<file path="config.mk">
export PLATFORM = sky130hd
export DESIGN_NAME = uart_status_top
export DESIGN_NICKNAME = d
export VERILOG_FILES = /design/src/rtl/modem_sync.v /design/src/rtl/uart_status_top.v
export VERILOG_INCLUDE_DIRS = /design/src /design/src/inc
export SDC_FILE = /design/constraint.sdc
export NUM_CORES = 1
export LEC_CHECK = 0
export BUFFER_PORTS_ARGS = -buffer_cell sky130_fd_sc_hd__buf_2
export CORE_MARGIN = 3
export CORE_UTILIZATION = 35
export DETAILED_ROUTE_END_ITERATION = 8
export PLACE_DENSITY = 0.62
export SLEW_MARGIN = 10
export SYNTH_ARGS = -nofsm -noshare
export SYNTH_HDL_FRONTEND = slang
export SYNTH_SLANG_ARGS = --single-unit
</file>
<file path="constraint.sdc">
create_clock -name mclk_i -period 3.85 [get_ports mclk_i]
set_input_delay 0.385 -clock mclk_i [delete_from_list [all_inputs] [get_ports mclk_i]]
set_output_delay 0.385 -clock mclk_i [all_outputs]
set_load 0.05 [all_outputs]
</file>
<file path="src/inc/uart_status_map.vh">
// register map, field positions and reset values of the uart status block
//
// Overview of operation
// - set line status bit 2 when a received character has wrong parity
// - in fifo mode the parity flag belongs to the character at the fifo head
// - set line status bit 1 when a character completes while the fifo is full
// - on overrun the new character overwrites the receive shift register
// - on overrun the shift register byte is not pushed; stored characters stay
// - line status bit 0 is high while any received character is held
// - parity, overrun and data ready bits are zero after reset
// - modem status reads only; a write to its address loads extra feature control
// - reading modem status clears change flags 3:0
// - status bit 7 is inverted carrier detect, or modem control bit 3 in loopback
// - status bit 6 is inverted ring indicator, or modem control bit 2 in loopback
// - status bit 5 is inverted data set ready, or modem control bit 0 in loopback
// - status bit 4 is inverted clear to send, or modem control bit 1 in loopback
// - change flags 3, 1, 0 set on any change of their input since last read
// - change flag 2 sets only when active low ring input goes 0 to 1
// - modem status interrupt request is high while any change flag is set
`ifndef UART_STATUS_MAP_VH
`define UART_STATUS_MAP_VH

// ==========================================================
// register byte offsets
`define OFS_LINE_STATUS 6'h00
`define OFS_MODEM_STATUS 6'h04
`define OFS_MODEM_CONTROL 6'h08
`define OFS_FIFO_CONTROL 6'h0c
`define OFS_RX_DATA 6'h10
`define OFS_INT_STATUS 6'h14
`define OFS_INT_MASK 6'h18

// ==========================================================
// field positions
`define LS_DATA_READY 0
`define LS_OVERRUN 1
`define LS_PARITY 2
`define MC_DTR 0
`define MC_RTS 1
`define MC_OUT1 2
`define MC_OUT2 3
`define MC_LOOP 4
`define FC_ENABLE 0
`define IRQ_RX_READY 0
`define IRQ_OVERRUN 1
`define IRQ_PARITY 2
`define IRQ_MODEM 3
`define DLT_CTS 0
`define DLT_DSR 1
`define DLT_RI 2
`define DLT_CD 3

// ==========================================================
// reset values and bus answers
`define RST_BYTE 8'h00
`define RST_NIB 4'h0
`define RESP_OKAY 2'b00
`define RESP_SLVERR 2'b10

`endif

</file>
<file path="src/rtl/modem_sync.v">
// two flop synchroniser for the modem control inputs
`timescale 1ns/1ps
module modem_sync #(
  parameter WIDTH = 4
) (
  // clock and reset
  input wire mclk_i,
  input wire rst_n_i,
  // asynchronous levels in, synchronised levels out
  input wire [WIDTH-1:0] async_i,
  output reg [WIDTH-1:0] sync_o
);

  reg [WIDTH-1:0] meta_ff;

  // ==========================================================
  // reset to the inactive (high) level of the active low inputs
  always @(posedge mclk_i)
  begin
    if (!rst_n_i)
    begin
      meta_ff <= {WIDTH{1'b1}};
      sync_o <= {WIDTH{1'b1}};
    end
    else
    begin
      meta_ff <= async_i;
      sync_o <= meta_ff;
    end
  end

endmodule // modem_sync

</file>
<file path="src/rtl/uart_status_top.v">
// line status and modem status part of a uart, with axi4-lite register access
`timescale 1ns/1ps
`include "uart_status_map.vh"
module uart_status_top #(
  parameter PTR_W = 4
) (
  // clock and reset
  input wire mclk_i,
  input wire rst_n_i,
  // axi4-lite write address
  input wire awvalid_i,
  output reg awready_o,
  input wire [31:0] awaddr_i,
  // axi4-lite write data
  input wire wvalid_i,
  output reg wready_o,
  input wire [31:0] wdata_i,
  input wire [3:0] wstrb_i,
  // axi4-lite write response
  output reg bvalid_o,
  input wire bready_i,
  output reg [1:0] bresp_o,
  // axi4-lite read address
  input wire arvalid_i,
  output reg arready_o,
  input wire [31:0] araddr_i,
  // axi4-lite read data
  output reg rvalid_o,
  input wire rready_i,
  output reg [31:0] rdata_o,
  output reg [1:0] rresp_o,
  // received characters from the receiver
  input wire rx_char_valid_i,
  input wire [7:0] rx_char_data_i,
  input wire rx_char_parity_err_i,
  // active low modem control inputs
  input wire cd_n_i,
  input wire ri_n_i,
  input wire dsr_n_i,
  input wire cts_n_i,
  // register outputs
  output reg [7:0] extra_feature_control_o,
  output reg [7:0] modem_control_o,
  output reg modem_int_req_o,
  output reg irq_o
);

  localparam [PTR_W:0] DEPTH = {1'b1, {PTR_W{1'b0}}};

  // ==========================================================
  // functions
  function mapped;
    input [5:0] a;
    begin
      mapped = (a == `OFS_LINE_STATUS) || (a == `OFS_MODEM_STATUS) ||
               (a == `OFS_MODEM_CONTROL) || (a == `OFS_FIFO_CONTROL) ||
               (a == `OFS_RX_DATA) || (a == `OFS_INT_STATUS) ||
               (a == `OFS_INT_MASK);
    end
  endfunction

  function [PTR_W-1:0] ptr_inc;
    input [PTR_W-1:0] p;
    begin
      ptr_inc = p + 1'b1;
    end
  endfunction

  // ==========================================================
  // declarations
  reg aw_hold_ff;
  reg w_hold_ff;
  reg [5:0] awaddr_ff;
  reg [7:0] wdata_ff;
  reg wstrb_ff;
  reg fifo_en_ff;
  reg [3:0] int_status_ff;
  reg [3:0] int_mask_ff;
  reg [3:0] nxt_int_status;
  reg overrun_ff;
  reg nxt_overrun;
  reg [7:0] rx_shift_ff;
  reg [8:0] rx_mem [0:DEPTH-1];
  reg [PTR_W-1:0] wptr_ff;
  reg [PTR_W-1:0] rptr_ff;
  reg [PTR_W:0] count_ff;
  reg [PTR_W:0] nxt_count;
  reg [3:0] level_ff;
  reg [3:0] delta_ff;
  reg [3:0] nxt_delta;
  reg [3:0] change;
  reg [31:0] rd_value;
  wire [3:0] sync_n;
  wire [3:0] level;
  wire [5:0] rd_addr;
  wire rd_fire;
  wire wr_fire;
  wire wr_en;
  wire [PTR_W:0] capacity;
  wire full;
  wire push;
  wire pop;
  wire flush;
  wire [8:0] head;
  wire head_parity;

  // ==========================================================
  // modem input synchronisers
  modem_sync #(
    .WIDTH(4)
  ) u_modem_sync (
    .mclk_i(mclk_i),
    .rst_n_i(rst_n_i),
    .async_i({cd_n_i, ri_n_i, dsr_n_i, cts_n_i}),
    .sync_o(sync_n)
  );

  // ==========================================================
  // bus handshakes
  assign rd_fire = arvalid_i && arready_o;
  assign rd_addr = araddr_i[5:0];
  assign wr_fire = aw_hold_ff && w_hold_ff && !bvalid_o;
  assign wr_en = wr_fire && wstrb_ff;

  always @(posedge mclk_i)
  begin
    if (!rst_n_i)
    begin
      awready_o <= 1'b1;
      wready_o <= 1'b1;
      aw_hold_ff <= 1'b0;
      w_hold_ff <= 1'b0;
      awaddr_ff <= 6'h00;
      wdata_ff <= `RST_BYTE;
      wstrb_ff <= 1'b0;
      bvalid_o <= 1'b0;
      bresp_o <= `RESP_OKAY;
      arready_o <= 1'b1;
      rvalid_o <= 1'b0;
      rdata_o <= 32'h0000_0000;
      rresp_o <= `RESP_OKAY;
    end
    else
    begin
      if (awvalid_i && awready_o)
      begin
        aw_hold_ff <= 1'b1;
        awaddr_ff <= awaddr_i[5:0];
        awready_o <= 1'b0;
      end
      if (wvalid_i && wready_o)
      begin
        w_hold_ff <= 1'b1;
        wdata_ff <= wdata_i[7:0];
        wstrb_ff <= wstrb_i[0];
        wready_o <= 1'b0;
      end
      if (wr_fire)
      begin
        bvalid_o <= 1'b1;
        bresp_o <= mapped(awaddr_ff) ? `RESP_OKAY : `RESP_SLVERR;
        aw_hold_ff <= 1'b0;
        w_hold_ff <= 1'b0;
      end
      else if (bvalid_o && bready_i)
      begin
        bvalid_o <= 1'b0;
        awready_o <= 1'b1;
        wready_o <= 1'b1;
      end
      if (rd_fire)
      begin
        arready_o <= 1'b0;
        rvalid_o <= 1'b1;
        rdata_o <= rd_value;
        rresp_o <= mapped(rd_addr) ? `RESP_OKAY : `RESP_SLVERR;
      end
      else if (rvalid_o && rready_i)
      begin
        rvalid_o <= 1'b0;
        arready_o <= 1'b1;
      end
    end
  end

  // ==========================================================
  // read value
  always @*
  begin
    rd_value = 32'h0000_0000;
    case (rd_addr)
      `OFS_LINE_STATUS:
      begin
        rd_value[`LS_DATA_READY] = (count_ff != 0);
        rd_value[`LS_OVERRUN] = overrun_ff;
        rd_value[`LS_PARITY] = head_parity;
      end
      `OFS_MODEM_STATUS: rd_value[7:0] = {level_ff, delta_ff};
      `OFS_MODEM_CONTROL: rd_value[7:0] = modem_control_o;
      `OFS_FIFO_CONTROL: rd_value[`FC_ENABLE] = fifo_en_ff;
      `OFS_RX_DATA: rd_value[7:0] = (count_ff != 0) ? head[7:0] : `RST_BYTE;
      `OFS_INT_STATUS: rd_value[3:0] = int_status_ff;
      `OFS_INT_MASK: rd_value[3:0] = int_mask_ff;
      default: rd_value = 32'h0000_0000;
    endcase
  end

  // ==========================================================
  // control registers
  always @(posedge mclk_i)
  begin
    if (!rst_n_i)
    begin
      extra_feature_control_o <= `RST_BYTE;
      modem_control_o <= `RST_BYTE;
      fifo_en_ff <= 1'b0;
      int_mask_ff <= `RST_NIB;
    end
    else if (wr_en)
    begin
      case (awaddr_ff)
        `OFS_MODEM_STATUS: extra_feature_control_o <= wdata_ff;
        `OFS_MODEM_CONTROL: modem_control_o <= wdata_ff;
        `OFS_FIFO_CONTROL: fifo_en_ff <= wdata_ff[`FC_ENABLE];
        `OFS_INT_MASK: int_mask_ff <= wdata_ff[3:0];
        default: fifo_en_ff <= fifo_en_ff;
      endcase
    end
  end

  // ==========================================================
  // receive fifo (one place when fifo mode is off)
  assign capacity = fifo_en_ff ? DEPTH : {{PTR_W{1'b0}}, 1'b1};
  assign full = (count_ff >= capacity);
  assign flush = wr_en && (awaddr_ff == `OFS_FIFO_CONTROL) &&
                 (wdata_ff[`FC_ENABLE] != fifo_en_ff);
  assign push = rx_char_valid_i && !full && !flush;
  assign pop = rd_fire && (rd_addr == `OFS_RX_DATA) && (count_ff != 0) && !flush;
  assign head = rx_mem[rptr_ff];
  assign head_parity = (count_ff != 0) && head[8];

  always @*
  begin
    nxt_count = count_ff;
    if (push && !pop)
      nxt_count = count_ff + 1'b1;
    else if (pop && !push)
      nxt_count = count_ff - 1'b1;
  end

  always @(posedge mclk_i)
  begin
    if (push)
      rx_mem[wptr_ff] <= {rx_char_parity_err_i, rx_char_data_i};
  end

  always @(posedge mclk_i)
  begin
    if (!rst_n_i || flush)
    begin
      wptr_ff <= {PTR_W{1'b0}};
      rptr_ff <= {PTR_W{1'b0}};
      count_ff <= {(PTR_W+1){1'b0}};
    end
    else
    begin
      if (push)
        wptr_ff <= ptr_inc(wptr_ff);
      if (pop)
        rptr_ff <= ptr_inc(rptr_ff);
      count_ff <= nxt_count;
    end
  end

  // ==========================================================
  // shift register copy and overrun flag
  always @*
  begin
    nxt_overrun = overrun_ff;
    if (rd_fire && (rd_addr == `OFS_LINE_STATUS))
      nxt_overrun = 1'b0;
    if (rx_char_valid_i && full)
      nxt_overrun = 1'b1;
  end

  always @(posedge mclk_i)
  begin
    if (!rst_n_i)
    begin
      rx_shift_ff <= `RST_BYTE;
      overrun_ff <= 1'b0;
    end
    else
    begin
      if (rx_char_valid_i)
        rx_shift_ff <= rx_char_data_i;
      overrun_ff <= nxt_overrun;
    end
  end

  // ==========================================================
  // modem levels: cd, ri, dsr, cts
  assign level = modem_control_o[`MC_LOOP] ?
                 {modem_control_o[`MC_OUT2],
                  modem_control_o[`MC_OUT1],
                  modem_control_o[`MC_DTR],
                  modem_control_o[`MC_RTS]} :
                 ~sync_n;

  always @*
  begin
    change = level ^ level_ff;
    change[`DLT_RI] = level_ff[`DLT_RI] && !level[`DLT_RI];
    nxt_delta = delta_ff;
    if (rd_fire && (rd_addr == `OFS_MODEM_STATUS))
      nxt_delta = `RST_NIB;
    nxt_delta = nxt_delta | change;
  end

  always @(posedge mclk_i)
  begin
    if (!rst_n_i)
    begin
      level_ff <= `RST_NIB;
      delta_ff <= `RST_NIB;
      modem_int_req_o <= 1'b0;
    end
    else
    begin
      level_ff <= level;
      delta_ff <= nxt_delta;
      modem_int_req_o <= |nxt_delta;
    end
  end

  // ==========================================================
  // interrupt status, write one to clear, set wins
  always @*
  begin
    nxt_int_status = int_status_ff;
    if (wr_en && (awaddr_ff == `OFS_INT_STATUS))
      nxt_int_status = int_status_ff & ~wdata_ff[3:0];
    if (push)
      nxt_int_status[`IRQ_RX_READY] = 1'b1;
    if (rx_char_valid_i && full)
      nxt_int_status[`IRQ_OVERRUN] = 1'b1;
    if (push && rx_char_parity_err_i)
      nxt_int_status[`IRQ_PARITY] = 1'b1;
    if (|nxt_delta)
      nxt_int_status[`IRQ_MODEM] = 1'b1;
  end

  always @(posedge mclk_i)
  begin
    if (!rst_n_i)
    begin
      int_status_ff <= `RST_NIB;
      irq_o <= 1'b0;
    end
    else
    begin
      int_status_ff <= nxt_int_status;
      irq_o <= |(nxt_int_status & int_mask_ff);
    end
  end

endmodule // uart_status_top

</file>
After elaboration in Yosys (flattened, before gate mapping):

Memories as Yosys holds them, arrays and structs flattened. A register that Yosys moved wholly into a read port is not among the register bits.
Cells that the tools add are included.

* input bits: 121
* register bits: 91
* bits in writable memories: 144
* memories: 1
* word-level logic and storage cells: 147
* output and inout port bits: 59

* mux-type cells: 35
* reductions and logical operators: 58
* $lt $le $gt $ge: 1
* bitwise logic cells: 7
* add/sub/neg operators: 4
* equal/unequal tests: 13

Memory list
* rx_mem: depth 16, width 9, rd ports 1, clocked after Yosys merged registers in 1, write ports 1, RTL line uart_status_top.v:83 `reg [8:0] rx_mem [0:DEPTH-1];`

Operator list (number)
* $eq 6x5->1 const B: 6
* $eq 6x4->1 const B: 4
* $logic_and 1x1->1: 24
* $mux 1: 20
* $mux 4: 5
* $mux 5: 3
* $logic_or 1x1->1: 13
* $eq 6x3->1 const B: 2
* $logic_not 6->1: 2
* $pmux 2 s6: 1
* $pmux 4 s3: 1
* $add 4x1->4 const B: 2
* $and 4x4->4: 2
* $mux 8: 1
* $not 4->4: 2
* $reduce_and 2->1: 4
* $reduce_bool 2->1: 4
* $reduce_or 4->1: 2
* $logic_not 1->1: 7
* $pmux 1 s7: 1
* $add 5x1->5 const B: 1
* $ge 5x5->1: 1
* $pmux 1 s5: 1
* $reduce_bool 5->1: 1
* 7 further kinds: 8

Depth between registers and ports, before layout:

* depth after elaboration: 11
* mapped depth: 13
* depth with buffers taken out: 13

Hierarchy:

Synthesis repeated with hierarchy kept, for this count alone.

* cells, all modules: 698
* area total of the unflattened synthesis: 9745.6 µm²

Modules (own cells, without submodules)
* uart_status_top: cells each 682, area an instance 9535.4 µm², seq. area each 6025.8 µm², instances 1
* modem_sync: cells each 16, area an instance 210.2 µm², seq. area each 160.2 µm², instances 1

Worst setup path after synthesis:

OpenSTA, ideal clock, no wires.

* path type: reg-to-reg
* start point: reg bvalid_o
* end point: reg count_ff[4]
* setup time: 0.070 ns
* buffers on the path: 0
* required time: 3.780 ns
* stages on the path, launching flop included: 12
* setup slack: 0.746 ns
* clock period less this slack: 3.104 ns
* arrival: 3.034 ns
* path through: dfxtp_1 -> nand3b_1 -> or4_4 -> nand3_2 -> ha_1 -> inv_1 -> fa_1 -> a21o_1 -> a21oi_1 -> xnor2_1 -> or3_1 -> a21oi_1

* cells in the longest elaborated chain, start to end: 10
* elaborated cells between the ends (all ways): 15
* classes of those cells: mux (1); reduce/logical (14)

Ends and longest elaborated chain
* from (decl): RTL line uart_status_top.v:20 `output reg bvalid_o,`
* from (signal assigned): RTL line uart_status_top.v:136 `bvalid_o <= 1'b0;`
* from (signal assigned): RTL line uart_status_top.v:160 `bvalid_o <= 1'b1;`
* from (signal assigned): RTL line uart_status_top.v:167 `bvalid_o <= 1'b0;`
* $logic_not 1->1 (*): RTL line uart_status_top.v:122 `assign wr_fire = aw_hold_ff && w_hold_ff && !bvalid_o;`
* $logic_and 1x1->1 (*): RTL line uart_status_top.v:122
* $logic_and 1x1->1 (*): RTL line uart_status_top.v:123 `assign wr_en = wr_fire && wstrb_ff;`
* $logic_and 1x1->1 (*) (2 in a row): RTL line uart_status_top.v:235 `` assign flush = wr_en && (awaddr_ff == `OFS_FIFO_CONTROL) && ``
* $logic_not 1->1: RTL line uart_status_top.v:237, uart_status_top.v:238
* $logic_and 1x1->1 (on tied branches): RTL line uart_status_top.v:238, uart_status_top.v:237
* $logic_not 1->1 (on tied branches): RTL line uart_status_top.v:245, uart_status_top.v:247
* $logic_and 1x1->1 (on tied branches): RTL line uart_status_top.v:245, uart_status_top.v:247
* $mux 5 / $reduce_bool 2->1 (equally long branches)
* to (signal assigned): RTL line uart_status_top.v:263 `count_ff <= {(PTR_W+1){1'b0}};`
* to (signal assigned): RTL line uart_status_top.v:271 `count_ff <= nxt_count;`
* to (decl): RTL line uart_status_top.v:86 `reg [PTR_W:0] count_ff;`

Every way passes the cells marked *; elsewhere a longest branch is shown, timed or not.
A chain may end at the register's enable or synchronous reset.

Final worst setup path:

* start point: reg count_ff[0]
* end point: reg count_ff[4]

* cells in the longest elaborated chain, start to end: 7
* elaborated cells between the ends (all ways): 16
* classes of those cells: add/sub (2); order compare (1); mux (2); reduce/logical (11)

Ends and longest elaborated chain
* $ge 5x5->1 (*): RTL line uart_status_top.v:234 `assign full = (count_ff >= capacity);`
* $logic_not 1->1 (*): RTL line uart_status_top.v:237 `assign push = rx_char_valid_i && !full && !flush;`
* $logic_and 1x1->1 (*) (2 in a row): RTL line uart_status_top.v:237
* via push: RTL line uart_status_top.v:101 `wire push;`
* $logic_not 1->1: RTL line uart_status_top.v:247 `else if (pop && !push)`
* $logic_and 1x1->1: RTL line uart_status_top.v:247
* $reduce_bool 2->1 (no line)

Mark *: on every way through the listed nets, which the timed path passes. The rest lies on a longest branch. The select of a mux whose other input is x is not followed.

==> flow_summary.toml <==
[placed_design]
place_hpwl_um = 14200
dpl_cell_area_sq_mm = 0.0106
portBuffers = 74
placedCellCount = 1152
gp_congestion = 0.784

[clocking]
numCtsBuffers = 25
cts_hold_buf = 0
path_clk_slew_ns = 0.06
post_cts.repair.setup_buffers = 0
cts_root_buf = "clkbuf_16"
clock-sinks = 237
clockBufferDepth = 3
clock_latency_ns = 0.53
cts.repair.resized = 0
cts_tree = "done"
cts_max_level = 1

[hold_path]
min_from = "dsr_n_i"
hold_path_end = "u_modem_sync.meta_ff[1]$_SDFF_PN1_"
hold_class = "in -> reg"
hold_depth = 2

[sta]
period_minus_slack_ns = 3.38
fmax_ghz = 0.296
drv_slew = 0
relSlewSlack_pct = 48.3
worst_pin_slew_ns = 0.770
fin_tns_setup_ns = 0
finClkSkew_ns = 0.0192
final-hold-violation-count = 0
rsz0062_at_grt = "no"
fin_crit_sh_pct = 87.7
setup_violations = 0

[yosys]
yosysTopAreaCellShare_pct = 43.9
yosysTopAreaCell = "edfxtp_1"
syn_area_sq_mm = 0.00985
ys.flop_type = "edfxtp_1"
syn_area_per_cell_sq_um = 13.8
synth_cell_types = 65
yosysSeqAreaShare_pct = 62.8
synthTopCellsByArea = "edfxtp_1, dfxtp_1, mux4_2"
yosys_warnings = 0
ys_seq_elements = 237
synthArstFlopShare_pct = 0
synth-edff-count = 144
synthCells = 716

[worst_setup_path]
worstPathArrival_ns = 3.82
rrSetupSlack_ns = 0.47
cp.required_ns = 4.29
r2r_end = "count_ff[4]$_SDFFE_PP0P_"
critPathKind = "reg -> reg"
critPathMostFrequentCell = "a21oi_1"
slowest_stage = "dfxtp_1"
rr_worst_depth = 13
worstReg2RegStart = "count_ff[0]$_SDFFE_PP0P_"
critical_path.endpoint_type = "flop"
start_kind = "flop"
cp_max_fo = 5
path_cells = "inv_1, ha_1, nor4bb_1, a21oi_1, nor2_1, ha_1, inv_1, fa_1, a21o_1, a21oi_1, xnor2_1, or3_1, a21oi_1"
slowest_delay_ns = 0.46

[detailed_routing]
vias = 5894
drc = 0
dr.pass1.iters = 4
antenna_left = 0
drt_wl_total_um = 21100
viasPerCell = 4.92
initialDrtViolationCount = 449
wire_per_inst_um = 17.6

[layout]
most-common-layout-cells = "edfxtp_1, dfxtp_1, buf_2, nor2_1, nand2_1"
n_antenna_cell = 0
fin_area_sq_mm = 0.0114
final_cells = 1198
layout_commonest_cell = "edfxtp_1"
area_delta_synth_final_pct = 15.3
nets = 940
drive_gt1_share_pct = 22.3

[run]
drv_cap = 0

[floorplan]
dieArea_sq_mm = 0.0302
dieWidth_um = 174
die_h_um = 174
start_util_pct = 36.0
core_sq_mm = 0.0273
core.rowCount = 60
io_pins = 180

[global_routing]
antenna_found_initial = 0
grt_pass1_vias = 5756
grt_pass1_wl_um = 33300
grt_use_total_pct = 13.7
grt_start_max_net_pins = 42
grt-ovfl-total = 0

[pwr]
p_leak_uw = 0.00401
max-vdd-ir-drop_uv = 377
power.density_mw_per_mm2 = 521

[status]
status = "finished clean"
## worst max-delay path: cells and delay by family, from the launching register on
family                     cells  cell delay (ns)
adders and majority gates      3             0.92
and+or+nand+nor                3             0.89
AOI/OAI and AO/OA              4             0.72
DFF                            1             0.46
buffers and inverters          2             0.18
xor gates and xnor gates       1             0.10
## cell type report
type / instances / area, sq um
Fill cell: 2557 / 16000
Sequential cell: 237 / 6190
Multi-Input combinational cell: 432 / 3340
Clock buffer: 37 / 691
Timing Repair Buffer: 99 / 558
Tap cell: 372 / 465
Clock inverter: 9 / 61.3
Inverter: 12 / 45.0
## where the power goes
group | switching (uW) | total (uW) | internal (uW)
Clock | 966 | 2220 | 1250
Combinational | 490 | 811 | 321
Sequential | 70.5 | 2890 | 2810
Total | 1530 | 5910 | 4390
## cell families (layout without fill, tap and decap cells)
family                     after synthesis  in the layout  share of synthesized area (%)
AOI/OAI and AO/OA                      100            100                           6.28
buffers and inverters                   72            157                           4.17
other                                    1             26                         0.0381
muxes                                   79             79                           13.6
and+or+nand+nor                        205            205                           10.6
xor gates and xnor gates                10             10                          0.889
DFF                                    237            237                           62.8
adders and majority gates               12             12                           1.60
## metal layers
metal | share of wire (%) | routed length (um) | GRT usage [%] | up-vias
met5 | 0 | 0 | 0 | -
met4 | 1.7 | 358 | 2.61 | 0
met3 | 5.4 | 1130 | 2.37 | 27
met2 | 46 | 9700 | 22.3 | 168
met1 | 47 | 9860 | 19.6 | 2887
li1 | - | - | - | 2812
## sequential cells by signal, indices dropped and copies added (netlist names), 4 cells and up, named ones only
register / count
u_modem_sync.meta_ff: 4
wdata_ff: 8
awaddr_ff: 6
extra_feature_control_o: 8
int_status_ff: 4
rx_mem: 144
count_ff: 5
delta_ff: 4
rptr_ff: 4
modem_control_o: 8
u_modem_sync.sync_o: 4
int_mask_ff: 4
level_ff: 4
rdata_o: 8
wptr_ff: 4
## worst max-delay path by stage
stage / start / endpoint / slack (ns) / cells after the start
final: count_ff[0]$_SDFFE_PP0P_ / count_ff[4]$_SDFFE_PP0P_ / 0.47 / 13
after global routing: count_ff[0]$_SDFFE_PP0P_ / count_ff[4]$_SDFFE_PP0P_ / 0.17 / 13
after CTS: count_ff[0]$_SDFFE_PP0P_ / count_ff[4]$_SDFFE_PP0P_ / 0.47 / 13
after detailed placement: count_ff[0]$_SDFFE_PP0P_ / count_ff[4]$_SDFFE_PP0P_ / 0.48 / 13
after global placement: count_ff[0]$_SDFFE_PP0P_ / count_ff[4]$_SDFFE_PP0P_ / 0.59 / 13
after floorplan: bvalid_o$_SDFFE_PN0P_ / count_ff[4]$_SDFFE_PP0P_ / 0.75 / 11
## per-stage QoR
stage	hold slack (ns)	setup slack, ns	power, uW	util [%]
final	0.0532	0.472	5910	41.5
after global placement	0.393	0.587	3730	38.8
after floorplan	0.386	0.746	3550	-
after global routing	0.0522	0.171	6180	41.5
after detailed placement	0.395	0.484	3750	38.8
after CTS	0.0346	0.465	5980	41.5
## cell usage after synthesis, drive strengths merged, types with 9 or more instances
master,count
a21oi,46
inv,12
buf,42
clkbuf,18
nand3,15
nor2,71
nor3,17
dfxtp,93
mux4,40
nor2b,9
nand2b,14
edfxtp,144
mux2i,33
o21ai,12
ha,11
nand2,51
Note: power is estimated with default switching activity, not from simulation.
